===== config.mk =====
export PLATFORM = sky130hd
export DESIGN_NAME = ufb_boot_cmd
export DESIGN_NICKNAME = d
export VERILOG_FILES = /design/src/hw/ufb_pkg.sv /design/src/hw/ufb_fifo.sv /design/src/hw/ufb_boot_cmd.sv
export SDC_FILE = /design/constraint.sdc
export NUM_CORES = 1
export LEC_CHECK = 0
export ABC_CLOCK_PERIOD_IN_PS = 25300
export BUFFER_PORTS_ARGS = -buffer_cell sky130_fd_sc_hd__buf_2
export CAP_MARGIN = 5
export CORE_AREA = 5 5 381 196
export CTS_BUF_LIST = sky130_fd_sc_hd__clkbuf_8
export CTS_CLUSTER_SIZE = 25
export DETAILED_ROUTE_END_ITERATION = 12
export DIE_AREA = 0 0 386 201
export PLACE_DENSITY = 0.49
export SKIP_CTS_REPAIR_TIMING = 1
export SYNTH_ARGS = -nofsm -noshare
export SYNTH_HDL_FRONTEND = slang
export SYNTH_SLANG_ARGS = --single-unit
export TNS_END_PERCENT = 1

===== constraint.sdc =====
create_clock -name i_clock -period 25.3 [get_ports i_clock]
set_input_delay 2.53 -clock i_clock [delete_from_list [all_inputs] [get_ports i_clock]]
set_output_delay 2.53 -clock i_clock [all_outputs]
set_load 0.01 [all_outputs]

===== src/hw/ufb_pkg.sv =====
// Constants and types shared by the serial flash boot command block
package ufb_pkg;

  // Command codes
  localparam logic [7:0] CMD_PAGE_READ = 8'hff;
  localparam logic [7:0] CMD_PAGE_PROG = 8'h41;
  localparam logic [7:0] CMD_ERASE_ALL = 8'ha7;
  localparam logic [7:0] CMD_ERASE_OK = 8'hd0;
  localparam logic [7:0] CMD_READ_STATUS = 8'h70;
  localparam logic [7:0] CMD_CLEAR_STATUS = 8'h50;
  localparam logic [7:0] CMD_LOCK_READ = 8'h71;
  localparam logic [7:0] CMD_ID_CHECK = 8'hf5;
  localparam logic [7:0] CMD_DOWNLOAD = 8'hfa;
  localparam logic [7:0] CMD_VERSION = 8'hfb;
  localparam logic [7:0] CMD_BOOT_READ = 8'hfc;
  localparam logic [7:0] CMD_BAUD_9600 = 8'hb0;
  localparam logic [7:0] CMD_BAUD_57600 = 8'hb3;

  // Rate detection
  localparam int SYNC_BYTES = 16;
  localparam int SYNC_HALF = 8;
  localparam int ZERO_LOW_BITS = 9;
  localparam int RUN_W = 18;
  localparam int DIV_W = 16;
  localparam int DIV_57600 = 6;
  localparam logic [DIV_W-1:0] DIV_RESET = 16'h0010;

  // Serial frame
  localparam logic [3:0] STOP_SLOT = 4'h9;

  // Transfer lengths
  localparam int PAGE_BYTES = 256;
  localparam logic [15:0] PAGE_LAST = 16'(PAGE_BYTES - 1);
  localparam int VER_BYTES = 8;
  localparam int STATUS_BYTES = 2;
  localparam int FIFO_DEPTH = 4;

  // Version text, value is arbitrary
  localparam logic [63:0] VERSION_TEXT = 64'h5645_5231_2e30_3020;

  // Status layout
  localparam int READY_BIT = 7;
  localparam int ERASE_FAIL_BIT = 5;
  localparam int PROG_FAIL_BIT = 4;
  localparam int SEC_BOOT_BIT = 7;
  localparam int SEC_CKS_BIT = 4;
  localparam int SEC_ID_LO = 2;
  localparam logic [1:0] ID_VERIFIED = 2'h3;

  // Rate selection, low two bits of the rate command
  typedef enum logic [1:0] {
    BAUD_9600, BAUD_19200, BAUD_38400, BAUD_57600
  } ufb_baud_t;

  // Command sequencer states
  typedef enum logic [3:0] {
    S_DETECT, S_IDLE, S_ARG, S_RD_REQ, S_RD_WAIT, S_PUSH,
    S_REPLY, S_PROG, S_BUSY, S_DATA, S_BAUD
  } ufb_state_t;

endpackage


===== src/hw/ufb_fifo.sv =====
// Small valid/ready byte FIFO in front of the transmitter
`timescale 1ns/1ps
module ufb_fifo #(
  parameter int WIDTH = 8,
  parameter int DEPTH = 4
) (
  // Clock and reset
  input wire logic i_clock,
  input wire logic i_rst_n,
  // Fill side
  input wire logic i_in_valid,
  output logic o_in_ready,
  input wire logic [WIDTH-1:0] i_in_data,
  // Drain side
  output logic o_out_valid,
  input wire logic i_out_ready,
  output logic [WIDTH-1:0] o_out_data
);

  localparam int PW = $clog2(DEPTH);

  logic [WIDTH-1:0] mem [DEPTH];  // Storage
  logic [PW-1:0] wr_ptr_ff;       // Next write slot
  logic [PW-1:0] rd_ptr_ff;       // Next read slot
  logic [PW:0] count_ff;          // Words held
  logic push;
  logic pop;

  assign o_in_ready = count_ff != (PW+1)'(DEPTH);
  assign o_out_valid = count_ff != '0;
  assign o_out_data = mem[rd_ptr_ff];
  assign push = i_in_valid && o_in_ready;
  assign pop = o_out_valid && i_out_ready;

  // Storage write, no reset needed on data
  always_ff @(posedge i_clock) begin
    if (push) begin
      mem[wr_ptr_ff] <= i_in_data;
    end
  end

  // Pointers and fill level
  always_ff @(posedge i_clock or negedge i_rst_n) begin
    if (!i_rst_n) begin
      wr_ptr_ff <= '0;
      rd_ptr_ff <= '0;
      count_ff <= '0;
    end else begin
      if (push) begin
        wr_ptr_ff <= (wr_ptr_ff == PW'(DEPTH - 1)) ? '0 : wr_ptr_ff + 1'b1;
      end
      if (pop) begin
        rd_ptr_ff <= (rd_ptr_ff == PW'(DEPTH - 1)) ? '0 : rd_ptr_ff + 1'b1;
      end
      if (push && !pop) begin
        count_ff <= count_ff + 1'b1;
      end else if (pop && !push) begin
        count_ff <= count_ff - 1'b1;
      end
    end
  end

endmodule


===== src/hw/ufb_boot_cmd.sv =====
// Serial flash boot command interpreter with rate detection
`timescale 1ns/1ps
module ufb_boot_cmd
  import ufb_pkg::*;
(
  // Clock and reset
  input wire logic i_clock,
  input wire logic i_rst_n,
  // Serial link
  input wire logic i_serial_receive_pin,
  output logic o_txd,
  output logic o_busy_output_pin,
  // Flash access
  output logic o_flash_rd,
  output logic o_flash_boot,
  output logic [23:0] o_flash_addr,
  input wire logic [7:0] i_flash_rdata,
  input wire logic i_flash_rvalid,
  output logic o_flash_wr,
  output logic [7:0] o_flash_wdata,
  output logic o_flash_prog,
  output logic o_flash_erase,
  input wire logic i_flash_done,
  input wire logic i_flash_fail,
  input wire logic i_flash_blank,
  input wire logic [7:0] i_lock_data,
  // Identity check result
  input wire logic [1:0] i_id_state,
  // Download and ID byte streams
  output logic o_ram_valid,
  output logic o_id_valid,
  output logic [7:0] o_stream_data,
  output logic o_exec,
  // Link status
  output logic o_linked,
  output logic [1:0] o_baud_sel
);

  // Sequencer
  ufb_state_t state_ff;
  logic [7:0] cmd_ff;            // Current command code
  logic [7:0] arg_ff [4];        // Argument bytes after the code
  logic [15:0] cnt_ff;           // Byte counter
  logic [7:0] sum_ff;            // Download data sum
  logic [7:0] rd_data_ff;        // Byte fetched from flash

  // Rate detection
  logic rxd_q_ff;                // Receive level one cycle ago
  logic [RUN_W-1:0] run_ff;      // Current low run length
  logic [RUN_W-1:0] min_ff;      // Shortest run, first half
  logic [RUN_W-1:0] max_ff;      // Longest run, second half
  logic [4:0] sync_ff;           // Zero bytes measured
  logic [DIV_W-1:0] base_ff;     // Cycles per bit at 9600
  logic [DIV_W-1:0] div_ff;      // Cycles per bit in use

  // Receiver
  logic rx_on_ff;
  logic [DIV_W-1:0] rx_tmr_ff;
  logic [3:0] rx_bit_ff;
  logic [7:0] rx_sh_ff;
  logic rx_vld_ff;               // One-cycle byte strobe

  // Transmitter
  logic tx_on_ff;
  logic [DIV_W-1:0] tx_tmr_ff;
  logic [3:0] tx_bit_ff;
  logic [8:0] tx_sh_ff;

  // Status flags
  logic erase_fail_ff;
  logic prog_fail_ff;
  logic boot_done_ff;
  logic cks_ok_ff;

  // Combinational helpers
  logic det_done;
  logic [RUN_W-1:0] max_nxt;
  logic [RUN_W:0] run_sum;
  logic [RUN_W:0] base_calc;
  logic [DIV_W-1:0] base_new;
  logic allowed;
  logic open_cmd;
  logic [15:0] arg_need;
  logic arg_last;
  logic clr_ev;
  logic fail_ev;
  logic dl_end;
  logic reply_last;
  logic [7:0] reply_byte;
  logic [7:0] primary_status_byte;
  logic [7:0] secondary_status_byte;
  logic f_in_valid;
  logic f_in_ready;
  logic [7:0] f_in_data;
  logic f_out_valid;
  logic [7:0] f_out_data;
  logic tx_idle;
  logic rate_apply;

  // Detection ends on the rising edge after the sixteenth zero byte
  assign det_done = state_ff == S_DETECT && i_serial_receive_pin &&
                    !rxd_q_ff && run_ff != '0 &&
                    sync_ff == 5'(SYNC_BYTES - 1);
  assign max_nxt = (run_ff > max_ff) ? run_ff : max_ff;
  // Average of fastest and slowest run, over the low bits of a zero
  assign run_sum = {1'b0, min_ff} + {1'b0, max_nxt};
  assign base_calc = run_sum / (RUN_W+1)'(2 * ZERO_LOW_BITS);
  assign base_new = base_calc[DIV_W-1:0];

  // Commands open before the ID is verified
  assign open_cmd = rx_sh_ff == CMD_READ_STATUS ||
                    rx_sh_ff == CMD_ID_CHECK || rx_sh_ff == CMD_VERSION ||
                    rx_sh_ff[7:2] == CMD_BAUD_9600[7:2];
  assign allowed = open_cmd || i_id_state == ID_VERIFIED ||
                   i_flash_blank;

  // Argument bytes each command takes after its code
  always_comb begin
    arg_need = 16'h0000;
    unique case (cmd_ff)
      CMD_PAGE_READ, CMD_PAGE_PROG, CMD_LOCK_READ, CMD_BOOT_READ: begin
        arg_need = 16'h0002;
      end
      CMD_DOWNLOAD: begin
        arg_need = 16'h0003;
      end
      CMD_ERASE_ALL: begin
        arg_need = 16'h0001;
      end
      CMD_ID_CHECK: begin
        arg_need = 16'h0004;
      end
      default: begin
        arg_need = 16'h0001;
      end
    endcase
  end

  assign arg_last = state_ff == S_ARG && rx_vld_ff &&
                    cnt_ff == arg_need - 16'h0001;
  assign clr_ev = state_ff == S_IDLE && rx_vld_ff && allowed &&
                  rx_sh_ff == CMD_CLEAR_STATUS;
  assign fail_ev = state_ff == S_BUSY && i_flash_done && i_flash_fail;
  assign dl_end = state_ff == S_DATA && cnt_ff == 16'h0000 &&
                  cmd_ff == CMD_DOWNLOAD;

  // Status bytes as seen by a status read
  always_comb begin
    primary_status_byte = 8'h00;
    primary_status_byte[READY_BIT] = !o_busy_output_pin;
    primary_status_byte[ERASE_FAIL_BIT] = erase_fail_ff;
    primary_status_byte[PROG_FAIL_BIT] = prog_fail_ff;
    secondary_status_byte = 8'h00;
    secondary_status_byte[SEC_BOOT_BIT] = boot_done_ff;
    secondary_status_byte[SEC_CKS_BIT] = cks_ok_ff;
    secondary_status_byte[SEC_ID_LO+1:SEC_ID_LO] = i_id_state;
  end

  // Byte to queue for short answers
  always_comb begin
    reply_byte = cmd_ff;
    reply_last = cnt_ff == 16'h0000;
    unique case (cmd_ff)
      CMD_READ_STATUS: begin
        reply_byte = (cnt_ff == 16'h0000) ? primary_status_byte
                                          : secondary_status_byte;
        reply_last = cnt_ff == 16'(STATUS_BYTES - 1);
      end
      CMD_VERSION: begin
        reply_byte = VERSION_TEXT[(VER_BYTES - 1 -
                                   int'(cnt_ff[2:0])) * 8 +: 8];
        reply_last = cnt_ff == 16'(VER_BYTES - 1);
      end
      CMD_LOCK_READ: begin
        reply_byte = i_lock_data;
      end
      default: begin
        reply_byte = cmd_ff;
      end
    endcase
  end

  // FIFO feed: flash page bytes or short answers
  assign f_in_valid = state_ff == S_PUSH || state_ff == S_REPLY;
  assign f_in_data = (state_ff == S_PUSH) ? rd_data_ff : reply_byte;
  assign tx_idle = !tx_on_ff && !f_out_valid;
  assign rate_apply = state_ff == S_BAUD && tx_idle;

  // Command sequencer
  always_ff @(posedge i_clock or negedge i_rst_n) begin
    if (!i_rst_n) begin
      state_ff <= S_DETECT;
      cmd_ff <= 8'h00;
      cnt_ff <= 16'h0000;
      for (int i = 0; i < 4; i++) begin
        arg_ff[i] <= 8'h00;
      end
    end else begin
      unique case (state_ff)
        S_DETECT: begin
          if (det_done) begin
            cmd_ff <= CMD_BAUD_9600;
            cnt_ff <= 16'h0000;
            state_ff <= S_REPLY;
          end
        end
        S_IDLE: begin
          cnt_ff <= 16'h0000;
          if (rx_vld_ff && allowed) begin
            cmd_ff <= rx_sh_ff;
            case (rx_sh_ff) inside
              CMD_PAGE_READ, CMD_PAGE_PROG, CMD_LOCK_READ, CMD_BOOT_READ,
              CMD_DOWNLOAD, CMD_ERASE_ALL, CMD_ID_CHECK: begin
                state_ff <= S_ARG;
              end
              CMD_READ_STATUS, CMD_VERSION,
              [CMD_BAUD_9600:CMD_BAUD_57600]: begin
                state_ff <= S_REPLY;
              end
              default: begin
                state_ff <= S_IDLE;
              end
            endcase
          end
        end
        S_ARG: begin
          if (rx_vld_ff) begin
            arg_ff[cnt_ff[1:0]] <= rx_sh_ff;
            cnt_ff <= cnt_ff + 16'h0001;
          end
          if (arg_last) begin
            cnt_ff <= 16'h0000;
            unique case (cmd_ff)
              CMD_PAGE_READ, CMD_BOOT_READ: begin
                state_ff <= S_RD_REQ;
              end
              CMD_PAGE_PROG: begin
                state_ff <= S_PROG;
              end
              CMD_LOCK_READ: begin
                state_ff <= S_REPLY;
              end
              CMD_ERASE_ALL: begin
                state_ff <= (rx_sh_ff == CMD_ERASE_OK) ? S_BUSY
                                                       : S_IDLE;
              end
              CMD_DOWNLOAD: begin
                cnt_ff <= {arg_ff[1], arg_ff[0]};
                state_ff <= S_DATA;
              end
              default: begin
                cnt_ff <= {8'h00, rx_sh_ff};
                state_ff <= S_DATA;
              end
            endcase
          end
        end
        S_RD_REQ: begin
          state_ff <= S_RD_WAIT;
        end
        S_RD_WAIT: begin
          if (i_flash_rvalid) begin
            state_ff <= S_PUSH;
          end
        end
        S_PUSH: begin
          // Stalls here while the transmit FIFO is full
          if (f_in_ready) begin
            if (cnt_ff == PAGE_LAST) begin
              state_ff <= S_IDLE;
            end else begin
              cnt_ff <= cnt_ff + 16'h0001;
              state_ff <= S_RD_REQ;
            end
          end
        end
        S_REPLY: begin
          if (f_in_ready) begin
            cnt_ff <= cnt_ff + 16'h0001;
            if (reply_last) begin
              cnt_ff <= 16'h0000;
              state_ff <= (cmd_ff[7:2] == CMD_BAUD_9600[7:2]) ? S_BAUD
                                                              : S_IDLE;
            end
          end
        end
        S_PROG: begin
          if (rx_vld_ff) begin
            cnt_ff <= cnt_ff + 16'h0001;
            if (cnt_ff == PAGE_LAST) begin
              state_ff <= S_BUSY;
            end
          end
        end
        S_BUSY: begin
          if (i_flash_done) begin
            state_ff <= S_IDLE;
          end
        end
        S_DATA: begin
          if (cnt_ff == 16'h0000) begin
            state_ff <= S_IDLE;
          end else if (rx_vld_ff) begin
            cnt_ff <= cnt_ff - 16'h0001;
          end
        end
        S_BAUD: begin
          if (rate_apply) begin
            state_ff <= S_IDLE;
          end
        end
      endcase
    end
  end

  // Low-run measurement of the sixteen zero bytes
  always_ff @(posedge i_clock or negedge i_rst_n) begin
    if (!i_rst_n) begin
      rxd_q_ff <= 1'b1;
      run_ff <= '0;
      min_ff <= '1;
      max_ff <= '0;
      sync_ff <= 5'h00;
    end else if (state_ff == S_DETECT) begin
      rxd_q_ff <= i_serial_receive_pin;
      if (!i_serial_receive_pin && run_ff != '1) begin
        run_ff <= run_ff + 1'b1;
      end
      if (i_serial_receive_pin && !rxd_q_ff && run_ff != '0) begin
        run_ff <= '0;
        sync_ff <= sync_ff + 5'h01;
        if (sync_ff < 5'(SYNC_HALF)) begin
          min_ff <= (run_ff < min_ff) ? run_ff : min_ff;
        end else begin
          max_ff <= max_nxt;
        end
      end
    end
  end

  // Bit period: detected base, then the selected rate.
  // The programmer must pick a rate the clock can reach.
  always_ff @(posedge i_clock or negedge i_rst_n) begin
    if (!i_rst_n) begin
      base_ff <= DIV_RESET;
      div_ff <= DIV_RESET;
      o_baud_sel <= BAUD_9600;
      o_linked <= 1'b0;
    end else if (det_done) begin
      base_ff <= base_new;
      div_ff <= base_new;
      o_linked <= 1'b1;
    end else if (rate_apply) begin
      o_baud_sel <= cmd_ff[1:0];
      unique case (ufb_baud_t'(cmd_ff[1:0]))
        BAUD_9600: div_ff <= base_ff;
        BAUD_19200: div_ff <= base_ff >> 1;
        BAUD_38400: div_ff <= base_ff >> 2;
        BAUD_57600: div_ff <= base_ff / DIV_W'(DIV_57600);
      endcase
    end
  end

  // Receiver: 8 data bits LSB first, one stop bit, no parity
  always_ff @(posedge i_clock or negedge i_rst_n) begin
    if (!i_rst_n) begin
      rx_on_ff <= 1'b0;
      rx_tmr_ff <= '0;
      rx_bit_ff <= 4'h0;
      rx_sh_ff <= 8'h00;
      rx_vld_ff <= 1'b0;
    end else begin
      rx_vld_ff <= 1'b0;
      if (!rx_on_ff) begin
        // Start bit seen, aim at mid-bit
        if (state_ff != S_DETECT && !i_serial_receive_pin) begin
          rx_on_ff <= 1'b1;
          rx_tmr_ff <= div_ff >> 1;
          rx_bit_ff <= 4'h0;
        end
      end else if (rx_tmr_ff != '0) begin
        rx_tmr_ff <= rx_tmr_ff - 1'b1;
      end else begin
        rx_tmr_ff <= div_ff - 1'b1;
        rx_bit_ff <= rx_bit_ff + 4'h1;
        if (rx_bit_ff == 4'h0 && i_serial_receive_pin) begin
          rx_on_ff <= 1'b0;  // False start
        end else if (rx_bit_ff == STOP_SLOT) begin
          rx_on_ff <= 1'b0;
          rx_vld_ff <= i_serial_receive_pin;
        end else if (rx_bit_ff != 4'h0) begin
          rx_sh_ff <= {i_serial_receive_pin, rx_sh_ff[7:1]};
        end
      end
    end
  end

  // Transmit queue
  ufb_fifo #(
    .WIDTH(8),
    .DEPTH(FIFO_DEPTH)
  ) u_tx_fifo (
    .i_clock(i_clock),
    .i_rst_n(i_rst_n),
    .i_in_valid(f_in_valid),
    .o_in_ready(f_in_ready),
    .i_in_data(f_in_data),
    .o_out_valid(f_out_valid),
    .i_out_ready(!tx_on_ff),
    .o_out_data(f_out_data)
  );

  // Transmitter: start bit, 8 data bits LSB first, stop bit
  always_ff @(posedge i_clock or negedge i_rst_n) begin
    if (!i_rst_n) begin
      tx_on_ff <= 1'b0;
      tx_tmr_ff <= '0;
      tx_bit_ff <= 4'h0;
      tx_sh_ff <= 9'h1ff;
      o_txd <= 1'b1;
    end else if (!tx_on_ff) begin
      o_txd <= 1'b1;
      if (f_out_valid) begin
        tx_on_ff <= 1'b1;
        o_txd <= 1'b0;
        tx_sh_ff <= {1'b1, f_out_data};
        tx_tmr_ff <= div_ff - 1'b1;
        tx_bit_ff <= 4'h0;
      end
    end else if (tx_tmr_ff != '0) begin
      tx_tmr_ff <= tx_tmr_ff - 1'b1;
    end else begin
      tx_tmr_ff <= div_ff - 1'b1;
      tx_bit_ff <= tx_bit_ff + 4'h1;
      if (tx_bit_ff == STOP_SLOT) begin
        tx_on_ff <= 1'b0;
      end else begin
        o_txd <= tx_sh_ff[0];
        tx_sh_ff <= {1'b1, tx_sh_ff[8:1]};
      end
    end
  end

  // Flash requests; address follows page and byte counter
  always_ff @(posedge i_clock or negedge i_rst_n) begin
    if (!i_rst_n) begin
      o_flash_rd <= 1'b0;
      o_flash_boot <= 1'b0;
      o_flash_addr <= 24'h00_0000;
      o_flash_wr <= 1'b0;
      o_flash_wdata <= 8'h00;
      o_flash_prog <= 1'b0;
      o_flash_erase <= 1'b0;
      rd_data_ff <= 8'h00;
    end else begin
      o_flash_addr <= {arg_ff[1], arg_ff[0], cnt_ff[7:0]};
      o_flash_rd <= state_ff == S_RD_REQ;
      o_flash_boot <= cmd_ff == CMD_BOOT_READ;
      o_flash_wr <= state_ff == S_PROG && rx_vld_ff;
      o_flash_wdata <= rx_sh_ff;
      o_flash_prog <= state_ff == S_PROG && rx_vld_ff &&
                      cnt_ff == PAGE_LAST;
      o_flash_erase <= arg_last && cmd_ff == CMD_ERASE_ALL &&
                       rx_sh_ff == CMD_ERASE_OK;
      if (state_ff == S_RD_WAIT && i_flash_rvalid) begin
        rd_data_ff <= i_flash_rdata;
      end
    end
  end

  // Busy pin: high during erase or program, one cycle for clear
  always_ff @(posedge i_clock or negedge i_rst_n) begin
    if (!i_rst_n) begin
      o_busy_output_pin <= 1'b0;
    end else begin
      o_busy_output_pin <= clr_ev ||
        (arg_last && cmd_ff == CMD_ERASE_ALL &&
         rx_sh_ff == CMD_ERASE_OK) ||
        (state_ff == S_PROG && rx_vld_ff && cnt_ff == PAGE_LAST) ||
        (state_ff == S_BUSY && !i_flash_done);
    end
  end

  // Sticky status flags; a new event wins over a clear
  always_ff @(posedge i_clock or negedge i_rst_n) begin
    if (!i_rst_n) begin
      erase_fail_ff <= 1'b0;
      prog_fail_ff <= 1'b0;
      boot_done_ff <= 1'b0;
      cks_ok_ff <= 1'b0;
    end else begin
      erase_fail_ff <= (erase_fail_ff && !clr_ev) ||
                       (fail_ev && cmd_ff == CMD_ERASE_ALL);
      prog_fail_ff <= (prog_fail_ff && !clr_ev) ||
                      (fail_ev && cmd_ff == CMD_PAGE_PROG);
      boot_done_ff <= (boot_done_ff && !clr_ev) || dl_end;
      if (dl_end) begin
        cks_ok_ff <= sum_ff == arg_ff[2];
      end else if (clr_ev) begin
        cks_ok_ff <= 1'b0;
      end
    end
  end

  // Download and ID byte streams with running sum
  always_ff @(posedge i_clock or negedge i_rst_n) begin
    if (!i_rst_n) begin
      sum_ff <= 8'h00;
      o_ram_valid <= 1'b0;
      o_id_valid <= 1'b0;
      o_stream_data <= 8'h00;
      o_exec <= 1'b0;
    end else begin
      o_ram_valid <= state_ff == S_DATA && rx_vld_ff &&
                     cnt_ff != 16'h0000 && cmd_ff == CMD_DOWNLOAD;
      o_id_valid <= state_ff == S_DATA && rx_vld_ff &&
                    cnt_ff != 16'h0000 && cmd_ff == CMD_ID_CHECK;
      o_stream_data <= rx_sh_ff;
      o_exec <= dl_end && sum_ff == arg_ff[2];
      if (state_ff == S_ARG) begin
        sum_ff <= 8'h00;
      end else if (state_ff == S_DATA && rx_vld_ff) begin
        sum_ff <= sum_ff + rx_sh_ff;
      end
    end
  end

endmodule


; ---- Word level (Yosys, flattened, before mapping)
; Memories as Yosys holds them, arrays and structs flattened.
; Index checks and enable logic that the tools add are counted.
; Widths: inputs -> output; s select.
[totals]
ff_bits = 284
ram_bits = 32
in_bits = 25
out_inout_bits = 53
wordCells = 339
memories = 1
[classes]
addsub = 17
div = 2
n_lt_le_gt_ge = 7
n_eq_ne = 66
n_shift = 1
muxes = 90
bitwise_logic = 6
n_reduce_logical = 103
[memory_table]
columns = memory, depth, width, rd, rd_clocked_by_memory_dff, wr, line
row1 = u_tx_fifo.mem, 4, 8, 1, 0, 1, ufb_fifo.sv:22  ; logic [WIDTH-1:0] mem [DEPTH];
[op_table]
columns = op, n
row1 = $mux 16, 17
row2 = $pmux 16 s7, 1
row3 = $eq 8x8->1 const B, 13
row4 = $mux 4, 20
row5 = $sub 16x1->16 const B, 5
row6 = $pmux 16 s4, 1
row7 = $shiftx 64x7->8 const A, 1
row8 = $eq 8x7->1 const B, 7
row9 = $mux 8, 7
row10 = $mux 18, 3
row11 = $reduce_bool 16->1, 3
row12 = $pmux 4 s11, 1
row13 = $logic_and 1x1->1, 43
row14 = $mux 9, 4
row15 = $bwmux 32, 1
row16 = $pmux 16 s2, 1
row17 = $ne 2x2->1 const B, 15
row18 = $pmux 8 s3, 1
row19 = $mux 1, 21
row20 = $eq 4x4->1 const B, 5
row21 = $add 18x18->19, 1
row22 = $div 19x5->19 const B, 1
row23 = $add 18x1->18 const B, 1
row24 = $gt 18x18->1, 1
row25 = 60 further kinds, 118

; ---- Logic depth before layout (Yosys ltp)
; Gate-level depths: netlist of the first run.
[depth]
depth_word = 11
depth_mapped = 50
mapped_depth_nobuf = 46

; ---- Modules after synthesis
; Synthesis of the first run repeated with hierarchy kept, for this count alone.
[unflattened]
cells_unflattened = 2389
hier_area_um2 = 21364.2
[by_module_without_submodules]
columns = mod, instances, cells_per_inst, area_per_inst_um2, seq_area_each_um2
row1 = ufb_boot_cmd, 1, 2311, 19770.2, 6693.9
row2 = ufb_fifo, 1, 78, 1594.0, 1136.1

; ---- Least setup slack after synthesis of the first run
; No wires, ideal clock.
[synth_timing]
path_type = register to register
from = register run_ff[7]
to = register div_ff[1]
setup_ns = 0.126
arrival_ns = 10.144
t_required_ns = 25.174
setup_slack_ns = 15.030
stages_incl_launch_ff = 45
path_buffers = 2
period_less_slack_ns = 10.270
path_cell_list = dfrtp_1 ha_1 a21o_1 a21o_1 a211oi_1 o21ai_0 a21o_1 a21o_1 a21oi_1 nor2b_1 o22ai_1 clkbuf_1 nand2_1 o21ai_0 ha_1 inv_1 fa_1 and2b_1 (+9 left out) o211ai_4 mux2_2 nor2_2 o211ai_1 a221oi_4 mux2_2 or4_1 a21oi_2 o221a_2 a311o_1 o311a_1 nand2_1 o32ai_1 a21oi_1 a2111o_1 a21oi_1 nor2_1 a221o_1
[synth_between]
elab_chain_cells = 5
word_cells_on_any_way = 9
classes_between = 1 x add/sub / 1 x div / 1 x order compare / 2 x mux / 4 x reduce/logical
[synth_rtl]
columns = element, line
row1 = from (decl), ufb_boot_cmd.sv:49  ; logic [RUN_W-1:0] run_ff;
row2 = from (signal assigned), ufb_boot_cmd.sv:327  ; run_ff <= run_ff + 1'b1;
row3 = $gt 18x18->1, ufb_boot_cmd.sv:104  ; assign max_nxt = (run_ff > max_ff) ? run_ff : max_ff;
row4 = $mux 18, ufb_boot_cmd.sv:104
row5 = via max_nxt[0], ufb_boot_cmd.sv:77  ; logic [RUN_W-1:0] max_nxt;
row6 = $add 18x18->19, ufb_boot_cmd.sv:106  ; assign run_sum = {1'b0, min_ff} + {1'b0, max_nxt};
row7 = $div 19x5->19, ufb_boot_cmd.sv:107  ; assign base_calc = run_sum / (RUN_W+1)'(2 * ZERO_LOW_BITS);
row8 = $mux 16, ufb_boot_cmd.sv:349  ; end else if (det_done) begin
row9 = to (signal assigned), ufb_boot_cmd.sv:351  ; div_ff <= base_new;
row10 = to (signal assigned), ufb_boot_cmd.sv:356  ; BAUD_9600: div_ff <= base_ff;
row11 = to (signal assigned), ufb_boot_cmd.sv:357  ; BAUD_19200: div_ff <= base_ff >> 1;
row12 = to (decl), ufb_boot_cmd.sv:54  ; logic [DIV_W-1:0] div_ff;
; The timed path passes the listed nets, and every way through them passes these cells.
; A chain may end at the register's enable or synchronous reset.

; ---- Worst setup path after layout of the first run
[layout_timing]
from = register run_ff[3]
to = register div_ff[0]
; The elaborated chain is that of the path after synthesis.

==> results of run 1 <==
-- critical path: cells and delay by family, from the launching register on --
family	cells	cell delay (ns)
AO/OA/AOI/OAI	29	7.70
AND/OR/NAND/NOR	8	1.76
adder cells (fa/ha/maj)	3	1.04
multiplexers	2	0.83
flip-flops	1	0.49
buffers and inverters	2	0.40
XOR/XNOR	1	0.18
-- cells by family after synthesis --
kind of cell	after synthesis
compound gates	714
simple gates	850
mux	96
fa+ha+maj	93
xor+xnor	104
buf+inv	229
flops	305
-- synth_stat cells, drive strengths merged (14+ instances only) --
cell     instances  share of area
nand4           35          0.010
mux2i           25          0.012
o22ai           19         0.0060
xnor2           57          0.024
xor2            47          0.020
clkbuf         116          0.021
dfrtp          243           0.29
nor2b           30         0.0089
inv             83          0.015
a221o           15         0.0071
nand3           66          0.016
nand2b          34          0.010
a211oi          23         0.0087
edfxtp          32          0.046
nor4            21         0.0063
o21ai          194          0.047
a21oi          168          0.041
o221ai          19         0.0088
and3            34          0.010
a311oi          14         0.0058
o211ai          30          0.011
buf             27         0.0078
nor3            74          0.018
or3             16         0.0048
nor2           207          0.037
dfstp           30          0.038
a221oi          15         0.0074
mux2            59          0.032
ha              88          0.052
nand2          263          0.047
a31oi           20         0.0067
a21o            37          0.013
a22oi           15         0.0054
and2            26         0.0079
o2111ai         15         0.0063
-- how the worst max path moves through the flow --
stage | to | slack, ns | startpoint
6_report | div_ff[0] | 12.74 | run_ff[3]
2_1_floorplan | div_ff[1] | 15.03 | run_ff[7]
3_3_place_gp | div_ff[1] | 13.35 | run_ff[3]
5_1_grt | div_ff[1] | 12.04 | run_ff[3]
3_5_place_dp | div_ff[1] | 13.14 | run_ff[3]
4_1_cts | div_ff[1] | 13.05 | run_ff[3]
-- metal layers --
metal | up-vias | routed length, um | track usage
met2 | 823 | 23100 | 0.194
met5 | - | 13 | 0
met4 | 2 | 897 | 0.0291
met3 | 89 | 6900 | 0.0485
li1 | 8848 | - | -
met1 | 9122 | 37500 | 0.295
-- per-stage QoR --
stage | hold WS (ns) | util | setup WS, ns | cells
after detailed placement | 0.399 | 0.311 | 13.14 | 3324
final | 0.410 | 0.325 | 12.74 | 3416
after CTS | 0.414 | 0.325 | 13.05 | 3415
after global routing | 0.436 | 0.325 | 12.04 | 3415
after global placement | 0.400 | 0.311 | 13.35 | 3324
after floorplan | 0.352 | - | 15.03 | 2391
-- final cells by class --
cell class,instances,share of cell area
diodes,1,0.000108
clock buffers,53,0.0313
clock inverters,38,0.0131
inverters,86,0.0139
multi-input cells,1857,0.527
flip-flops and latches,305,0.336
well taps,972,0.0523
repair buffers,104,0.0262
-- state kept, by name (all words and copies together) (netlist names), 15 cells and up --
signal,cells
o_flash_addr,24
arg_ff,24
min_ff,18
u_tx_fifo.mem,32
max_ff,18
run_ff,18
tx_tmr_ff,16
rx_tmr_ff,16
cnt_ff,16
div_ff,15
base_ff,15
-- placed cells by master, fill, tap and decap left out, types with 18 or more instances in the layout --
cell type	synthesis	layout
nor4_1	21	21
dfstp_2	30	30
xor2_1	46	46
edfxtp_1	32	32
a211oi_1	21	21
o22ai_1	18	18
mux2i_1	25	25
ha_1	88	88
o211ai_1	29	29
a21o_1	37	37
dfrtp_1	243	243
mux2_2	58	58
nand3_1	66	66
nand2b_1	33	33
a21oi_1	164	164
and3_1	34	34
a31oi_1	19	19
buf_2	14	76
and2_1	23	23
inv_1	83	101
nor2_1	203	202
nor2b_1	30	30
nand4_1	35	35
clkbuf_8	0	53
o21ai_0	183	183
xnor2_1	56	56
nor3_1	72	72
nand2_1	262	262
buf_4	8	26
==> flow_summary_export.csv, run 1 <==
group,metric,value,unit
grt,grt_max_degree,171,
grt,grt_pass1_vias,17500,
logic_synthesis,avgSynthCellArea,8.78,um^2
logic_synthesis,seq_area_frac_synth,0.373,
clock_tree,path_clk_slew,0.07,ns
clock_tree,clockBufferDepth,3,
logic_synthesis,ys.flop_type,"dfrtp_1",
clock_tree,cts_tree,"built",
setup_path,reg2reg_slack,12.74,ns
setup_path,cp.required,25.77,ns
logic_synthesis,netlist_instances,2391,
grt,antenna_found_initial,2,
setup_path,cpMaxStageDelayCell,"a2111oi_1",
timing,rsz0062_at_grt,"no",
detailed_routing,postRouteWirelength,68400,um
final_layout,multi_input_area,12300,um^2
detailed_routing,vias_per_cell,5.53,
worst_hold_path,hp-start,"arg_ff[26]",
setup_path,crit_fanout,20,
die,dieArea,77600,um^2
run,maxCapViolations,0,
setup_path,cp_data_arrival_time,13.03,ns
die,die_y,201,um
final_layout,area_delta_synth_final,10.8,%
logic_synthesis,synth_seq_cells,305,
logic_synthesis,synth_edf_count,32,
placed_design,gp_congestion,0.879,
detailed_routing,ant_nets,0,
setup_path,critPathKind,"flop to flop",
clock_tree,clock-root-buffer,"clkbuf_8",
detailed_routing,num_vias,18900,
logic_synthesis,ys_warn_count,0,
worst_hold_path,hp-class,"flop to flop",
final_layout,drive_above_1_share,0.135,
run_status,status,"completed",
logic_synthesis,ys_types,111,
die,initial_utilization,0.294,
setup_path,rr_worst_depth,45,
setup_path,critPathCaptureType,"flop",
timing,period_minus_slack,12.56,ns
grt,grt_pass1_wl,106000,um
die,design.core.area,71600,um^2
timing,relSlewSlack,0.152,
logic_synthesis,synth_area,21000,um^2
timing,worstMarginPinSlew,1.27,ns
setup_path,rr_startpoint,"run_ff[3]",
detailed_routing,drt_iter0_drc,2107,
setup_path,r2r_end,"div_ff[0]",
setup_path,critical_path.max_stage_delay,0.89,ns
final_layout,fin_area,23300,um^2
grt,overflow,0,
logic_synthesis,synthSimpleGateAreaFrac,0.193,
detailed_routing,first_pass_iters,6,
logic_synthesis,synth_top_family_by_area,"compound AO/OA/AOI/OAI gates",
clock_tree,h-tree-depth,2,
final_layout,num-fill-cells,7449,
logic_synthesis,synth_compound_area_frac,0.233,
timing,period_share,0.496,
timing,finalMaxSlewViolations,0,
final_layout,final_nets,2520,
logic_synthesis,muxShareOfSynthArea,0.0566,
timing,skew,0.0442,ns
timing,tns,0,ns
placed_design,io_buffers,77,
die,row_count,70,
timing,max_freq,79.6,MHz
clock_tree,cts.sinks,305,
detailed_routing,post_drt_wl_per_cell,20.0,um
logic_synthesis,synthXorXnorAreaFrac,0.0441,
detailed_routing,drcViolationCount,0,
clock_tree,cts_buffers,50,
logic_synthesis,syn_nets,2507,
timing,hold_viol,0,
logic_synthesis,synthAdderAreaFrac,0.0562,
placed_design,dpl-instance-area,22200,um^2
final_layout,regArea,7830,um^2
timing,setup_viol,0,
logic_synthesis,ys_async_sr_fraction,0.895,
die,fp.dieW,386,um
worst_hold_path,hold_end,"o_flash_addr[10]",
setup_path,critPathLaunchType,"flop",
worst_hold_path,min_path_cells,0,
clock_tree,clock_latency,0.64,ns
grt,grt_use_total,0.170,
die,ios,78,
placed_design,hpwlAfterDp,50500,um
Power of run 1 is not shown: default switching activity piles up to over one toggle a cycle in this logic, so the estimate is an artifact.
==> inputs of run 2 (changes only) <==
--- a/config.mk
+++ b/config.mk
@@ -5,7 +5,7 @@
 export SDC_FILE = /design/constraint.sdc
 export NUM_CORES = 1
 export LEC_CHECK = 0
-export ABC_CLOCK_PERIOD_IN_PS = 25300
+export ABC_CLOCK_PERIOD_IN_PS = 12000
 export BUFFER_PORTS_ARGS = -buffer_cell sky130_fd_sc_hd__buf_2
 export CAP_MARGIN = 5
 export CORE_AREA = 5 5 381 196
==> constraint.sdc (replaced) <==
create_clock -name i_clock -period 12 [get_ports i_clock]
set_input_delay 1.2 -clock i_clock [delete_from_list [all_inputs] [get_ports i_clock]]
set_output_delay 1.2 -clock i_clock [all_outputs]
set_load 0.01 [all_outputs]
==> flow_summary_export.csv, run 2 (synthesized netlist as in run 1, its figures left out) <==
group,metric,value,unit
run_status,status,"completed",
timing,setup_viol,0,
timing,finalMaxSlewViolations,0,
detailed_routing,ant_nets,0,
final_layout,regMostFlops,"u_tx_fifo.mem",
setup_path,critPathKind,"flop to flop",
setup_path,reg2reg_slack,0.59,ns
final_layout,area_delta_synth_final,13.1,%
final_layout,multi_input_area,12400,um^2
final_layout,num_antenna_cells,0,
setup_path,cpMaxStageDelayCell,"dfrtp_1",
die,dieArea,77600,um^2
run,maxCapViolations,0,
timing,relSlewSlack,0.172,
setup_path,cp_data_arrival_time,11.93,ns
clock_tree,cts_buffers,50,
setup_path,crit_end,"div_ff[1]",
placed_design,dpl.cell_count,3349,
detailed_routing,drt_iter0_drc,2232,
setup_path,critical_path.max_stage_delay,0.50,ns
setup_path,cp.required,12.52,ns
detailed_routing,first_pass_iters,5,
die,design.core.area,71600,um^2
grt,grt_pass1_wl,108000,um
grt,grt_pass1_vias,17300,
timing,period_share,0.950,
detailed_routing,postRouteWirelength,70200,um
final_layout,drive_above_1_share,0.159,
setup_path,r2r_end,"div_ff[1]",
die,row_count,70,
final_layout,num-fill-cells,7429,
final_layout,final_common_cell,"nand2_1",
die,ios,78,
grt,grt_use_total,0.175,
timing,period_minus_slack,11.41,ns
final_layout,regArea,7830,um^2
grt,antenna_found_initial,2,
detailed_routing,drcViolationCount,0,
die,initial_utilization,0.294,
setup_path,critPathLaunchType,"flop",
setup_path,critPathCaptureType,"flop",
clock_tree,clockBufferDepth,3,
final_layout,layout.cells.non_filler,3447,
setup_path,critPathLaunch,"run_ff[3]",
clock_tree,h-tree-depth,2,
worst_hold_path,hp-class,"flop to flop",
die,fp.dieW,386,um
grt,overflow,0,
timing,skew,0.0291,ns
timing,max_freq,87.7,MHz
setup_path,rr_worst_depth,43,
placed_design,hpwlAfterDp,52300,um
timing,worstMarginPinSlew,1.24,ns
placed_design,io_buffers,77,
detailed_routing,post_drt_wl_per_cell,20.4,um
timing,hold_viol,0,
setup_path,crit_fanout,12,
clock_tree,clock_latency,0.64,ns
clock_tree,cts_tree,"built",
clock_tree,clock-root-buffer,"clkbuf_8",
final_layout,largest_reg_flops,32,
final_layout,most-common-layout-cells,"258 x nand2_1, 243 x dfrtp_1, 201 x nor2_1",
setup_path,worst_path_most_repeated_cell,"a21oi_1",
placed_design,gp_congestion,0.909,
clock_tree,path_clk_slew,0.08,ns
grt,grt_max_degree,84,
final_layout,final_nets,2553,
die,die_y,201,um
setup_path,rr_startpoint,"run_ff[3]",
final_layout,reg_top3,"u_tx_fifo.mem: 32 flops, arg_ff: 24 flops, o_flash_addr: 24 flops",
clock_tree,cts.sinks,305,
detailed_routing,vias_per_cell,5.50,
detailed_routing,num_vias,19000,
==> run 2: cell count changes in the layout (fill, tap and decap cells not counted), sizes merged <==
cell | before | now
clkinvlp | 1 | 3
buf | 104 | 137
inv | 103 | 100
clkinv | 15 | 8
clkbuf | 53 | 60
diode | 1 | 0
==> run 2: per-layer routing <==
layer,track usage,vias up,share of wire
li1,-,8897,-
met1,0.317,9296,0.57
met2,0.197,709,0.34
met3,0.0378,69,0.082
met4,0.0254,0,0.012
met5,0,-,0
==> run 2: cell type report <==
class	instances	share of cell area
clock inverter	30	0.0115
inverter	86	0.0136
timing repair buffer	137	0.0356
clock buffer	60	0.0348
tap	972	0.0512
sequential	305	0.330
multi-input combinational	1857	0.524
==> run 2: critical path: cells and delay by family, from the launching register on <==
| family | cells | cell delay [ns] |
|---|---|---|
| fa+ha+maj | 2 | 0.81 |
| simple gates | 9 | 2.00 |
| buf+inv | 2 | 0.50 |
| mux | 2 | 0.81 |
| flops | 1 | 0.50 |
| compound gates | 28 | 6.69 |
==> run 2: worst min path at each step <==
stage | start | endpoint | slack [ns] | cells past startpoint
floorplan | cnt_ff[3] | o_flash_addr[3] | 0.35 | 0
detailed placement | arg_ff[27] | o_flash_addr[11] | 0.40 | 0
CTS | arg_ff[27] | o_flash_addr[11] | 0.42 | 0
global placement | arg_ff[26] | o_flash_addr[10] | 0.40 | 0
finish | arg_ff[23] | o_flash_addr[23] | 0.41 | 0
global route | arg_ff[21] | o_flash_addr[21] | 0.44 | 0
==> run 2: stage by stage <==
step / utilization / setup WS, ns / setup TNS, ns / instance area, um^2 / hold WS, ns
final: 0.332 / 0.595 / 0 / 23800 / 0.411
after global routing: 0.332 / -0.0114 / -0.0202 / 23800 / 0.438
after detailed placement: 0.313 / 0.425 / 0 / 22400 / 0.401
after CTS: 0.329 / 0.370 / 0 / 23500 / 0.415
after global placement: 0.313 / 0.527 / 0 / 22400 / 0.400
after floorplan: - / 1.73 / 0 / 21000 / 0.352
Power of run 2 is left out for the same reason.
